## src/inc/flash_status_pkg.sv

```systemverilog
// Shared constants, types and register map for the flash status and latency block
package flash_status_pkg;

    // ********************************************************************
    // Bus geometry
    // ********************************************************************
    localparam int ADDR_W = 24;
    localparam int DATA_W = 16;
    localparam int BANK_W = 2;
    localparam int SECT_W = 8;

    // ********************************************************************
    // Wishbone register byte offsets
    // ********************************************************************
    localparam logic [7:0] OFS_CFG0 = 8'h00;
    localparam logic [7:0] OFS_CFG1 = 8'h04;
    localparam logic [7:0] OFS_OP = 8'h08;
    localparam logic [7:0] OFS_STATUS = 8'h0C;
    localparam logic [7:0] OFS_IRQ_STAT = 8'h10;
    localparam logic [7:0] OFS_IRQ_EN = 8'h14;
    localparam logic [7:0] OFS_IRQ_CLR = 8'h18;

    // ********************************************************************
    // Field positions and reset values
    // ********************************************************************
    localparam int RDY_TIMING_BIT = 8;
    localparam int WAIT_HI_BIT = 13;
    localparam int WAIT_LO_BIT = 11;
    localparam logic [15:0] CFG0_RESET = 16'h6800;
    localparam logic [15:0] CFG1_RESET = 16'h0001;
    localparam int STATUS_POLL_BIT = 7;
    localparam int BUSY_TOGGLE_POS = 6;
    localparam int SUSPEND_TOGGLE_POS = 2;
    localparam int BOUNDARY_WORDS = 128;
    localparam logic [6:0] BOUNDARY_LAST = 7'h7F;
    localparam int BOUNDARY_EXTRA = 2;

    // ********************************************************************
    // Timing
    // ********************************************************************
    localparam int CLK_MHZ = 125;
    localparam int PROT_TOGGLE_US = 1;
    localparam int PROT_TOGGLE_CYC = PROT_TOGGLE_US * CLK_MHZ;

    // Interrupt status bits
    localparam int IRQ_DONE = 0;
    localparam int IRQ_PROT = 1;
    localparam int IRQ_ADDR = 2;

    typedef enum logic [2:0] {
        ST_IDLE = 3'b000,
        ST_LATENCY = 3'b001,
        ST_DATA = 3'b011,
        ST_EXTRA = 3'b010,
        ST_ASYNC = 3'b110
    } burst_state_e;

    // Bus pins after synchronisation
    typedef struct packed {
        logic clk;
        logic ce_n;
        logic avd_n;
        logic oe_n;
        logic we_n;
        logic [DATA_W-1:0] adq;
    } bus_pins_s;

    // Internal sequence status as seen by the read path
    typedef struct packed {
        logic busy;
        logic [BANK_W-1:0] busy_bank;
        logic suspended;
        logic [SECT_W-1:0] susp_sector;
        logic [DATA_W-1:0] target_data;
    } op_state_s;

endpackage

```

## src/hw/flash_status_latency.sv

```systemverilog
// Flash status polling and burst latency engine with Wishbone registers
`timescale 1ns/1ps
// What this block and its host do
// [RULE_01] In asynchronous mode the address is taken at the rising edge of the address strobe.
// [RULE_02] In synchronous mode the address is taken at a bus clock edge and latency counts from it.
// [RULE_03] The host reads status twice before judging whether a sequence still runs.
// [RULE_04] While a sequence runs the polled bit is the complement of the target data.
// [RULE_05] Toggle bits change on each status read while running and hold once done.
// [RULE_06] The suspend toggle bit moves only for reads inside an erase-suspended sector.
// [RULE_07] Status reads are delimited by either output enable or chip select cycling.
// [RULE_08] Ready timing bit clear gives ready with data, set gives ready one clock early.
// [RULE_09] The four-bit wait code picks first data on the 2nd to 7th or 8th to 13th edge.
// [RULE_10] Software does not program the reserved wait codes.
// [RULE_11] Bursts crossing a 128-word boundary get extra latency shown on ready.
// [RULE_12] Reads of a non-busy bank are served normally while another bank is busy.
// [RULE_13] Program to a protected sector toggles status for about 1 us, data unchanged.
// [RULE_14] The host programs a wait count matched to its bus clock.
// [RULE_15] The host holds off sampling data while ready is low.
// [RULE_16] The host judges completion from two identical back-to-back toggle reads.
module flash_status_latency
    import flash_status_pkg::*;
#(
    parameter int BANK_LSB = 22,
    parameter int SECT_LSB = 14
) (
    input wire logic clk_i,
    input wire logic rst_i,
    input wire logic [31:0] wb_adr_i,
    input wire logic [31:0] wb_dat_i,
    output logic [31:0] wb_dat_o,
    input wire logic wb_we_i,
    input wire logic [3:0] wb_sel_i,
    input wire logic wb_cyc_i,
    input wire logic wb_stb_i,
    output logic wb_ack_o,
    output logic irq_o,
    input wire logic bus_clk_i,
    input wire logic chip_select_n_i,
    input wire logic address_valid_strobe_n_i,
    input wire logic output_enable_n_i,
    input wire logic write_enable_n_i,
    input wire logic [DATA_W-1:0] adq_i,
    output logic [DATA_W-1:0] adq_o,
    output logic adq_oe_o,
    output logic ready_o,
    output logic ready_oe_o,
    input wire logic [DATA_W-1:0] array_data_i,
    output logic [ADDR_W-1:0] array_addr_o
);

    // ****************************************************************
    // Pin synchronisers
    // ****************************************************************
    bus_pins_s meta_q, pins_q, prev_q;

    // Two flops before any logic looks at the pins
    always_ff @(posedge clk_i) begin
        meta_q <= '{bus_clk_i, chip_select_n_i, address_valid_strobe_n_i,
                    output_enable_n_i, write_enable_n_i, adq_i};
        pins_q <= meta_q;
        prev_q <= pins_q;
    end

    logic clk_rise;
    logic avd_rise;
    logic oe_rise;
    logic ce_rise;
    logic oe_fall;
    assign clk_rise = pins_q.clk & ~prev_q.clk;
    assign avd_rise = pins_q.avd_n & ~prev_q.avd_n;
    assign oe_rise = pins_q.oe_n & ~prev_q.oe_n;
    assign ce_rise = pins_q.ce_n & ~prev_q.ce_n;
    assign oe_fall = ~pins_q.oe_n & prev_q.oe_n;

    // ****************************************************************
    // Configuration decode
    // ****************************************************************
    logic [15:0] cfg0_q, cfg0_d, cfg1_q, cfg1_d;
    op_state_s op_q, op_d;
    logic prot_req_q, prot_req_d;
    logic [2:0] irq_stat_q, irq_stat_d, irq_en_q, irq_en_d;

    // Wait code to edges of first data: 0000->2 .. 1101->13
    function automatic logic [3:0] first_edge(input logic [3:0] code);
        first_edge = code[3] ? 4'(code[2:0] + 3'h0) + 4'h8 : 4'(code[2:0]) + 4'h2;
    endfunction

    logic [3:0] wait_code;
    logic early_rdy;
    assign wait_code = {cfg1_q[0], cfg0_q[WAIT_HI_BIT:WAIT_LO_BIT]}; // [RULE_09] [RULE_10]
    assign early_rdy = cfg0_q[RDY_TIMING_BIT];

    // ****************************************************************
    // Burst sequencer
    // ****************************************************************
    burst_state_e st_q, st_d;
    logic [3:0] cnt_q, cnt_d;
    logic [ADDR_W-1:0] addr_q, addr_d;
    logic sync_mode;
    logic new_addr;
    logic [ADDR_W-1:0] cap_addr;
    assign sync_mode = ~cfg0_q[15];
    // Sync mode takes the address at a clock edge while the strobe is low
    assign new_addr = ~pins_q.ce_n & (sync_mode ? (clk_rise & ~pins_q.avd_n) : avd_rise);
    assign cap_addr = {addr_q[ADDR_W-1:DATA_W], pins_q.adq};

    always_comb begin
        st_d = st_q;
        cnt_d = cnt_q;
        addr_d = addr_q;
        if (pins_q.ce_n) begin
            st_d = ST_IDLE;
        end else if (new_addr) begin
            addr_d = cap_addr; // [RULE_01] [RULE_02]
            st_d = sync_mode ? ST_LATENCY : ST_ASYNC;
            cnt_d = 4'h1; // Capture edge counts as edge one; next edge is 2
        end else if (clk_rise) begin
            case (st_q)
                ST_LATENCY: begin
                    cnt_d = cnt_q + 4'h1;
                    if (cnt_q == first_edge(wait_code) - 4'h1) begin
                        st_d = ST_DATA; // [RULE_02]
                    end
                end
                ST_DATA: begin
                    addr_d = addr_q + 24'h1;
                    if (addr_q[6:0] == BOUNDARY_LAST) begin
                        st_d = ST_EXTRA; // [RULE_11]
                        cnt_d = 4'h0;
                    end
                end
                ST_EXTRA: begin
                    cnt_d = cnt_q + 4'h1;
                    if (cnt_q == 4'(BOUNDARY_EXTRA - 1)) begin
                        st_d = ST_DATA;
                    end
                end
                default: begin
                    st_d = st_q;
                end
            endcase
        end
    end

    always_ff @(posedge clk_i) begin
        if (rst_i) begin
            st_q <= ST_IDLE;
            cnt_q <= 4'h0;
            addr_q <= '0;
        end else begin
            st_q <= st_d;
            cnt_q <= cnt_d;
            addr_q <= addr_d;
        end
    end

    // ****************************************************************
    // Internal sequence state and status word
    // ****************************************************************
    logic [7:0] prot_cnt_q, prot_cnt_d;
    logic hits_busy;
    logic in_susp;
    logic seq_active;
    logic advance;
    logic [DATA_W-1:0] status;
    assign hits_busy = op_q.busy && addr_q[BANK_LSB +: BANK_W] == op_q.busy_bank; // [RULE_12]
    assign in_susp = op_q.suspended && addr_q[SECT_LSB +: SECT_W] == op_q.susp_sector;
    assign seq_active = op_q.busy | (prot_cnt_q != 8'h00);
    assign advance = oe_rise | ce_rise; // [RULE_07]

    status_word u_status (
        .clk_i(clk_i),
        .rst_i(rst_i),
        .advance_i(advance && (hits_busy || in_susp || prot_cnt_q != 8'h00)),
        .seq_active_i(seq_active),
        .in_susp_sector_i(in_susp),
        .target_i(op_q.target_data),
        .status_o(status)
    );

    // Protected program: brief toggling only, array untouched
    always_comb begin
        prot_cnt_d = prot_cnt_q;
        if (prot_req_q) begin
            prot_cnt_d = 8'(PROT_TOGGLE_CYC); // [RULE_13]
        end else if (prot_cnt_q != 8'h00) begin
            prot_cnt_d = prot_cnt_q - 8'h01;
        end
    end

    // ****************************************************************
    // Pin outputs
    // ****************************************************************
    logic [DATA_W-1:0] adq_d;
    logic adq_oe_d, rdy_d, rdy_oe_d;
    logic data_phase;
    logic rdy_early_hit;
    assign data_phase = st_q == ST_DATA || st_q == ST_ASYNC;
    assign rdy_early_hit = st_q == ST_LATENCY && cnt_q == first_edge(wait_code) - 4'h1;

    // Busy-bank, suspended-sector and protected-window reads see status, others the array
    always_comb begin
        adq_d = (hits_busy || in_susp || prot_cnt_q != 8'h00) ? status : array_data_i; // [RULE_04]
        adq_oe_d = ~pins_q.oe_n & ~pins_q.ce_n & data_phase;
        rdy_oe_d = ~pins_q.ce_n;
        if (early_rdy) begin
            rdy_d = data_phase | rdy_early_hit; // [RULE_08]
        end else begin
            rdy_d = data_phase; // [RULE_08]
        end
        if (st_q == ST_DATA && addr_q[6:0] == BOUNDARY_LAST && early_rdy) begin
            rdy_d = 1'b0; // [RULE_11]
        end
    end

    always_ff @(posedge clk_i) begin
        if (rst_i) begin
            adq_o <= '0;
            adq_oe_o <= 1'b0;
            ready_o <= 1'b0;
            ready_oe_o <= 1'b0;
            prot_cnt_q <= 8'h00;
            array_addr_o <= '0;
        end else begin
            adq_o <= adq_d;
            adq_oe_o <= adq_oe_d;
            ready_o <= rdy_d;
            ready_oe_o <= rdy_oe_d;
            prot_cnt_q <= prot_cnt_d;
            array_addr_o <= addr_q;
        end
    end

    // ****************************************************************
    // Wishbone slave and interrupts
    // ****************************************************************
    logic ack_d;
    logic [31:0] rdat_d;
    logic wr;
    logic [7:0] off;
    logic was_active_q;
    assign wr = wb_cyc_i & wb_stb_i & wb_we_i & ~wb_ack_o & wb_sel_i[0];
    assign off = wb_adr_i[7:0];

    // Register writes; hardware set wins over software clear
    always_comb begin
        cfg0_d = cfg0_q;
        cfg1_d = cfg1_q;
        op_d = op_q;
        prot_req_d = 1'b0;
        irq_en_d = irq_en_q;
        irq_stat_d = irq_stat_q;
        if (wr) begin
            case (off)
                OFS_CFG0: cfg0_d = wb_dat_i[15:0];
                OFS_CFG1: cfg1_d = wb_dat_i[15:0];
                OFS_OP: begin
                    // Every field placed explicitly; no bit-stream cast of the word
                    op_d.target_data = wb_dat_i[DATA_W-1:0];
                    op_d.busy = wb_dat_i[31];
                    op_d.busy_bank = wb_dat_i[30:29];
                    op_d.suspended = wb_dat_i[28];
                    op_d.susp_sector = wb_dat_i[27:20];
                    prot_req_d = wb_dat_i[19];
                end
                OFS_IRQ_EN: irq_en_d = wb_dat_i[2:0];
                OFS_IRQ_CLR: irq_stat_d = irq_stat_q & ~wb_dat_i[2:0];
                default: begin
                end
            endcase
        end
        if (was_active_q && !seq_active) begin
            irq_stat_d[IRQ_DONE] = 1'b1;
        end
        if (prot_req_q) begin
            irq_stat_d[IRQ_PROT] = 1'b1;
        end
        if (new_addr) begin
            irq_stat_d[IRQ_ADDR] = 1'b1;
        end
    end

    // Read mux; unmapped offsets read zero and still ack
    always_comb begin
        ack_d = wb_cyc_i & wb_stb_i & ~wb_ack_o;
        case (off)
            OFS_CFG0: rdat_d = {16'h0000, cfg0_q};
            OFS_CFG1: rdat_d = {16'h0000, cfg1_q};
            OFS_OP: rdat_d = {op_q.busy, op_q.busy_bank, op_q.suspended,
                              op_q.susp_sector, 4'h0, op_q.target_data};
            OFS_STATUS: rdat_d = {8'h00, addr_q[15:0], 5'h00, st_q};
            OFS_IRQ_STAT: rdat_d = {29'h0, irq_stat_q};
            OFS_IRQ_EN: rdat_d = {29'h0, irq_en_q};
            default: rdat_d = 32'h0000_0000;
        endcase
    end

    always_ff @(posedge clk_i) begin
        if (rst_i) begin
            cfg0_q <= CFG0_RESET;
            cfg1_q <= CFG1_RESET;
            op_q <= '0;
            prot_req_q <= 1'b0;
            irq_en_q <= 3'h0;
            irq_stat_q <= 3'h0;
            was_active_q <= 1'b0;
            wb_ack_o <= 1'b0;
            wb_dat_o <= 32'h0000_0000;
            irq_o <= 1'b0;
        end else begin
            cfg0_q <= cfg0_d;
            cfg1_q <= cfg1_d;
            op_q <= op_d;
            prot_req_q <= prot_req_d;
            irq_en_q <= irq_en_d;
            irq_stat_q <= irq_stat_d;
            was_active_q <= seq_active;
            wb_ack_o <= ack_d;
            wb_dat_o <= rdat_d;
            irq_o <= |(irq_stat_d & irq_en_d);
        end
    end

    logic unused_oe_fall;
    assign unused_oe_fall = oe_fall;
endmodule

```

## src/hw/status_word.sv

```systemverilog
// Status word formation for reads of a busy bank, a suspended sector or a protected-program window
`timescale 1ns/1ps
module status_word
    import flash_status_pkg::*;
(
    input wire logic clk_i,
    input wire logic rst_i,
    input wire logic advance_i,
    input wire logic seq_active_i,
    input wire logic in_susp_sector_i,
    input wire logic [DATA_W-1:0] target_i,
    output logic [DATA_W-1:0] status_o
);

    logic busy_tgl_q;
    logic busy_tgl_d;
    logic susp_tgl_q;
    logic susp_tgl_d;

    // Toggles advance once per delimited read: busy toggle only while running, suspend toggle only in the suspended sector
    always_comb begin
        busy_tgl_d = busy_tgl_q;
        susp_tgl_d = susp_tgl_q;
        if (advance_i && seq_active_i) begin
            busy_tgl_d = ~busy_tgl_q; // [RULE_05] [RULE_07]
        end
        if (advance_i && in_susp_sector_i) begin
            susp_tgl_d = ~susp_tgl_q; // [RULE_06]
        end
    end

    always_ff @(posedge clk_i) begin
        if (rst_i) begin
            busy_tgl_q <= 1'b0;
            susp_tgl_q <= 1'b0;
        end else begin
            busy_tgl_q <= busy_tgl_d;
            susp_tgl_q <= susp_tgl_d;
        end
    end

    // Polled bit complemented, toggle bits inserted
    always_comb begin
        status_o = target_i;
        status_o[STATUS_POLL_BIT] = ~target_i[STATUS_POLL_BIT]; // [RULE_04]
        status_o[BUSY_TOGGLE_POS] = busy_tgl_q;
        status_o[SUSPEND_TOGGLE_POS] = susp_tgl_q;
    end
endmodule

```

## config.mk

```make
export PLATFORM = sky130hd
export DESIGN_NAME = flash_status_latency
export DESIGN_NICKNAME = d
export VERILOG_FILES = /design/src/inc/flash_status_pkg.sv /design/src/hw/flash_status_latency.sv /design/src/hw/status_word.sv
export SDC_FILE = /design/constraint.sdc
export NUM_CORES = 1
export LEC_CHECK = 0
export BUFFER_PORTS_ARGS = -buffer_cell sky130_fd_sc_hd__buf_4
export CAP_MARGIN = 20
export CORE_MARGIN = 2
export CORE_UTILIZATION = 40
export CTS_CLUSTER_DIAMETER = 50
export DETAILED_ROUTE_END_ITERATION = 16
export PLACE_DENSITY = 0.76
export SYNTH_ARGS = -nofsm -noshare
export SYNTH_HDL_FRONTEND = slang
export SYNTH_SLANG_ARGS = --single-unit
```

## constraint.sdc

```tcl
create_clock -name clk_i -period 2 [get_ports clk_i]
set_clock_uncertainty 0.15 [all_clocks]
set_input_delay 0.1 -clock clk_i [delete_from_list [all_inputs] [get_ports clk_i]]
set_output_delay 0.1 -clock clk_i [all_outputs]
set_load 0.02 [all_outputs]
```

**Yosys cells after proc, flatten, opt, wreduce, memory -nomap -nowiden**

Cells that the tools add are included.

- Logic and storage cells: 159
- Register bits: 230
- Bits of input ports: 110
- Output and inout port bits: 77

- Equality and inequality tests: 18
- Reduce and logical (&&, ||, !) cells: 33
- $add $sub $neg: 6
- Bitwise gates (word level): 33
- Mux-type cells: 28

Operators by type and width:

| kind | count |
|---|---|
| $pmux W32 S6 | 1 |
| $mux W16 | 4 |
| $mux W3 | 10 |
| $add A24 B1 Y24 const B | 1 |
| $eq A8 B5 Y1 const B | 3 |
| $eq A8 B4 Y1 const B | 2 |
| $mux W4 | 4 |
| $mux W7 | 2 |
| $not A1 Y1 | 14 |
| $and A1 B1 Y1 | 13 |
| $logic_and A1 B1 Y1 | 9 |
| $ne A3 B3 Y1 const B | 3 |
| $pmux W3 S3 | 1 |
| $eq A8 B3 Y1 const B | 1 |
| $eq A8 B8 Y1 | 1 |
| $logic_not A8 Y1 | 1 |
| $pmux W4 S2 | 1 |
| $reduce_and A4 Y1 | 2 |
| $reduce_bool A8 Y1 | 1 |
| $reduce_or A2 Y1 | 4 |
| $sub A8 B1 Y8 const B | 1 |
| $eq A7 B7 Y1 const B | 1 |
| $and A3 B3 Y3 | 2 |
| $eq A3 B2 Y1 const B | 2 |
| 21 further kinds | 34 |

**Logic depth before layout (Yosys ltp)**

- Depth after elaboration: 8
- Gate-level depth with buffers: 9
- Gate-level depth less buffers: 7

**By module**

Synthesis repeated with hierarchy kept, for this count alone.

- Cells, all modules: 926
- Area, all modules: 8654.6 µm²

By module, submodules not included:

| module | sequential area each (µm²) | area each (µm²) | cells each | times used |
|---|---|---|---|---|
| flash_status_latency | 4564.4 | 8449.4 | 902 | 1 |
| status_word | 40.0 | 205.2 | 24 | 1 |

**Least setup slack after synthesis**

Ideal clock, no wire load.

- Path kind: register -> register
- Start: register prot_cnt_q[0]
- End: register u_status.busy_tgl_q
- Cell stages (with the launch flop): 9
- Buffers on the path: 2
- Data arrival time: 1.838 ns
- Required time: 1.734 ns
- Clock period less this slack: 2.104 ns
- Library setup time: 0.116 ns
- Setup slack: -0.104 ns
- Cells stage by stage: dfxtp_1 > inv_1 > ha_1 > or4b_4 > a311oi_1 > o31ai_1 > buf_4 > buf_6 > a31o_2

- Cells in the longest elaborated chain, start to end: 4
- Elaborated cells between the ends (all ways): 5
- Those cells by class: 1 x bitwise; 4 x reduce/logical

RTL lines:

| element | line | source |
|---|---|---|
| start: declaration | flash_status_latency.sv:160 | `logic [7:0] prot_cnt_q, prot_cnt_d;` |
| start signal: assignment | flash_status_latency.sv:229 | `prot_cnt_q <= prot_cnt_d;` |
| $reduce_bool A8 Y1 * | flash_status_latency.sv:168, flash_status_latency.sv:174 |  |
| $logic_or A1 B1 Y1 | flash_status_latency.sv:174 | `.advance_i(advance && (hits_busy \|\| in_susp \|\| prot_cnt_q != 8'h00)),` |
| $logic_and A1 B1 Y1 | flash_status_latency.sv:174 |  |
| $logic_and A1 B1 Y1 * | status_word.sv:24 | `if (advance_i && seq_active_i) begin` |
| end signal: assignment | status_word.sv:37 | `busy_tgl_q <= busy_tgl_d;` |
| end: declaration | status_word.sv:15 | `logic busy_tgl_q;` |

Mark *: on every way between the ends. The rest lies on a longest branch, timed or not.
A chain may end at the register's enable or synchronous reset.

**Worst setup path after layout**

- Start: register prot_cnt_q[0]
- End: register adq_o[9]

- Cells in the longest elaborated chain, start to end: 3

RTL lines:

| element | line | source |
|---|---|---|
| $reduce_bool A8 Y1 | flash_status_latency.sv:203 | `adq_d = (hits_busy \|\| in_susp \|\| prot_cnt_q != 8'h00) ? status : array_data_i;` |
| $logic_or A1 B1 Y1 | flash_status_latency.sv:203 |  |
| $mux W16 | flash_status_latency.sv:203 |  |
| end signal: assignment | flash_status_latency.sv:225 | `adq_o <= adq_d;` |
| end: declaration | flash_status_latency.sv:43 | `output logic [DATA_W-1:0] adq_o,` |

Every way passes these cells.

==> metrics.md <==
| Metric | Value |
|---|---|
| Chip Width | `149.7 µm` |
| Kind of critical path | `flip-flop to flip-flop` |
| RePlAce Congestion | `0.8313` |
| Lkg Pwr | `5.018 nW` |
| CTS Sinks | `230` |
| Num ports | `187` |
| Setup tns final | `-2.303 ns` |
| Hold_ws | `-0.03835 ns` |
| Drt drc | `0` |
| Ant. Diodes | `0` |
| Failing checks | `hold timing, setup timing` |
| Root buffer cell | `clkbuf_16` |
| Max_slew headroom | `66.07%` |
| Met3 wire length | `1379 µm` |
| CTS tree | `done` |
| Max Cap Viol | `0` |
| CP max FO | `7` |
| YS warnings | `0` |
| Dpl hpwl | `15620 µm` |
| RSZ-0062 raised after global routing | `yes` |
| Via count | `7457` |
| Fin cells | `1472` |
| CTS Buf Count | `26` |
| Met1 WL | `10280 µm` |
| Synth cell types | `62` |
| Critical Path RT | `2.24 ns` |
| Nets@finish | `1293` |
| Worst-Margin Slew | `0.5036 ns` |
| HP Class | `primary input to flip-flop` |
| Core area | `0.02096 mm²` |
| Period minus WS final | `2.167 ns` |
| Routed vias/inst | `5.066` |
| Synth top area share | `54.19%` |
| Final wirelength | `23590 µm` |
| #FFs+latches synth | `230` |
| Sequential fraction of the synthesis area | `54.19%` |
| Placed inst area | `0.01044 mm²` |
| Initial drt markers | `456` |
| Power Dens Cells | `954.0 mW/mm²` |
| Run status | `complete, but fails checks` |
| Primary FF master, synth | `dfxtp_1` |
| Maximum VDD drop | `0.0005897 V` |
| Final Worst Setup Slack | `-0.1673 ns` |
| Largest net degree at the start of global routing | `87` |
| DR top layer | `met4` |
| Depth of the CTS H-tree | `1` |
| Die ar. | `0.02242 mm²` |
| Final core occ | `58.93%` |
| Syn nets | `1002` |
| Clock tree buffer depth | `3` |
| Avg WL per Cell | `16.02 µm` |
| PortBufs | `155` |
| Synth async-reset ratio | `0%` |
| Placement Rows | `53` |
| GRT Util Overall | `20.43%` |
| Drt pass-1 iters | `4` |
| GRT overflow | `0` |
| Wire length on met2 | `11230 µm` |
| Worst setup EP type | `flip-flop` |
| Fill count | `1733` |
| Initial core utilization | `40.55%` |
| Syn avg cell area | `9.590 µm²` |
| Number of global-route vias before repair | `7330` |
| Layout cells sized above 1 | `30.08%` |
| Routed Antenna Nets | `0` |
| Clock latency on the worst-skew pair | `0.52 ns` |
| Final setup violation count | `18` |
| Synth top area cells | `dfxtp_1, nand2_1, a21oi_1` |
| Clk slew on worst S/H paths | `0.06 ns` |
| WP data arrival | `2.40 ns` |
| Fin. max-slew vios | `0` |
| Synth Instances | `886` |
| Number of antenna violations at the first check in global routing | `0` |
| R2r setup slk | `-0.17 ns` |
| Post-Syn Area | `0.008497 mm²` |
| Post-synth top area cell | `dfxtp_1` |
| Global-route wire length before repair | `36630 µm` |
| Final worst path period share | `108.4%` |
| Crit path launch type | `flip-flop` |
| Fin area | `0.01235 mm²` |
| P&R area growth vs syn | `45.34%` |
| FMAX | `461.4 MHz` |
| Final hold vios | `2` |
| Post-synth EDFFs | `0` |
| Die H | `149.7 µm` |
| Placed cells | `1342` |
[cell type report]
class	instances	area [µm²]	area share [%]
clock buffer	34	752.0	6.089
clock inverter	14	137.6	1.114
inverter	14	52.55	0.4255
multi-input combinational	588	3784	30.64
sequential	230	4612	37.35
tap	275	344.1	2.786
timing repair buffer	317	2668	21.60
[kinds of logic (layout without fill, tap and decap cells)]
| group | count (synthesis) | in the layout | synth area share, % |
|---|---|---|---|
| simple gates | 353 | 353 | 20.92 |
| compound gates | 168 | 168 | 13.25 |
| mux | 28 | 28 | 3.549 |
| flops | 230 | 230 | 54.19 |
| fa+ha+maj | 6 | 6 | 0.8835 |
| buf+inv | 68 | 379 | 3.799 |
| xor+xnor | 33 | 33 | 3.402 |
[power breakdown]
part	switching [mW]	internal (mW)	leakage (nW)
sequential	0.106	4.82	1.88
clock	1.95	2.82	0.427
combinational	0.955	1.14	2.71
[placed cells by master, fill, tap and decap left out, drive strengths merged, types with 3 or more instances in the layout]
master / netlist / layout
nor4: 10 / 10
a211o: 3 / 3
nor2b: 28 / 28
a21oi: 80 / 80
dfxtp: 230 / 230
nand4: 9 / 9
a222oi: 6 / 6
and2: 17 / 17
a22oi: 23 / 23
inv: 14 / 16
nand3b: 6 / 6
clkbuf: 35 / 35
dlygate4sd3: 0 / 74
or4b: 4 / 4
buf: 19 / 242
and3: 6 / 6
o31ai: 3 / 3
xnor2: 19 / 19
nand2: 121 / 121
nor3: 16 / 16
ha: 6 / 6
xor2: 14 / 14
or3: 15 / 15
clkinvlp: 0 / 4
mux2: 7 / 7
a31oi: 7 / 7
clkinv: 0 / 7
nor2: 74 / 74
nor3b: 7 / 7
a211oi: 16 / 16
nand3: 26 / 26
nand2b: 5 / 5
a311oi: 5 / 5
mux2i: 20 / 20
o21ai: 10 / 10
[metal layers]
layer | track usage [%] | vias up
li1 | - | 3666
met1 | 26.33 | 3504
met2 | 34.75 | 242
met3 | 3.506 | 45
met4 | 6.840 | 0
met5 | 0 | -
[worst max-delay path: stages (launching register included)]
cell and delay, ns:
dfxtp_2 0.33, inv_2 0.06, ha_4 0.12, or4b_4 0.46, a311oi_2 0.22, buf_4 0.16, o31ai_4 0.11, buf_12 0.18
mux2i_1 0.16, nor2_1 0.07
[worst paths after layout]
check,startpoint,to,cells past startpoint
max,prot_cnt_q[0],adq_o[9],9
max reg2reg,prot_cnt_q[0],adq_o[9],9
min,wb_adr_i[5],irq_en_q[1],5
min reg2reg,meta_q[10],cap_addr[10],0
[registers in the layout, summed over array words and instances, names as in the netlist, 3 cells and up]
name	cells
addr_q	24
adq_o	16
array_addr_o	24
cap_addr	16
cfg0_q	16
cfg1_q	16
cnt_q	4
irq_en_q	3
irq_stat_q	3
meta_q	20
op_q	28
pins_q	4
prev_q	4
prot_cnt_q	8
st_q	3
wb_dat_o	32
[cells in the mapped netlist (all sizes together), types with 3 or more instances]
cell and number:
o21ai 10, a31oi 7, nand4 9, nand3 26
nand3b 6, inv 14, ha 6, nor4 10
a211o 3, or4b 4, nand2b 5, xor2 14
a211oi 16, o31ai 3, xnor2 19, nor3 16
clkbuf 35, and3 6, nor3b 7, a21oi 80
dfxtp 230, or3 15, a22oi 23, a222oi 6
nand2 121, buf 19, and2 17, mux2 7
nor2b 28, nor2 74, mux2i 20, a311oi 5
[per-stage QoR]
stage	power (mW)	worst slack [ns]
floorplan	5.980	-0.05926
global placement	6.609	-0.08722
detailed placement	6.648	-0.1688
CTS	11.76	-0.1284
global route	12.21	-0.2287
finish	11.78	-0.1673
[timing repair]
action | CTS | global route
resized for setup | 18 | 35
pin swaps | 2 | 19
setup endpoints to repair | 28 | 77
hold buffers | 72 | 2
buffers inserted | 3 | 4
gates cloned | 1 | 0
endpoints found under the hold margin | 146 | 1
(Power assumes the default switching activity.)
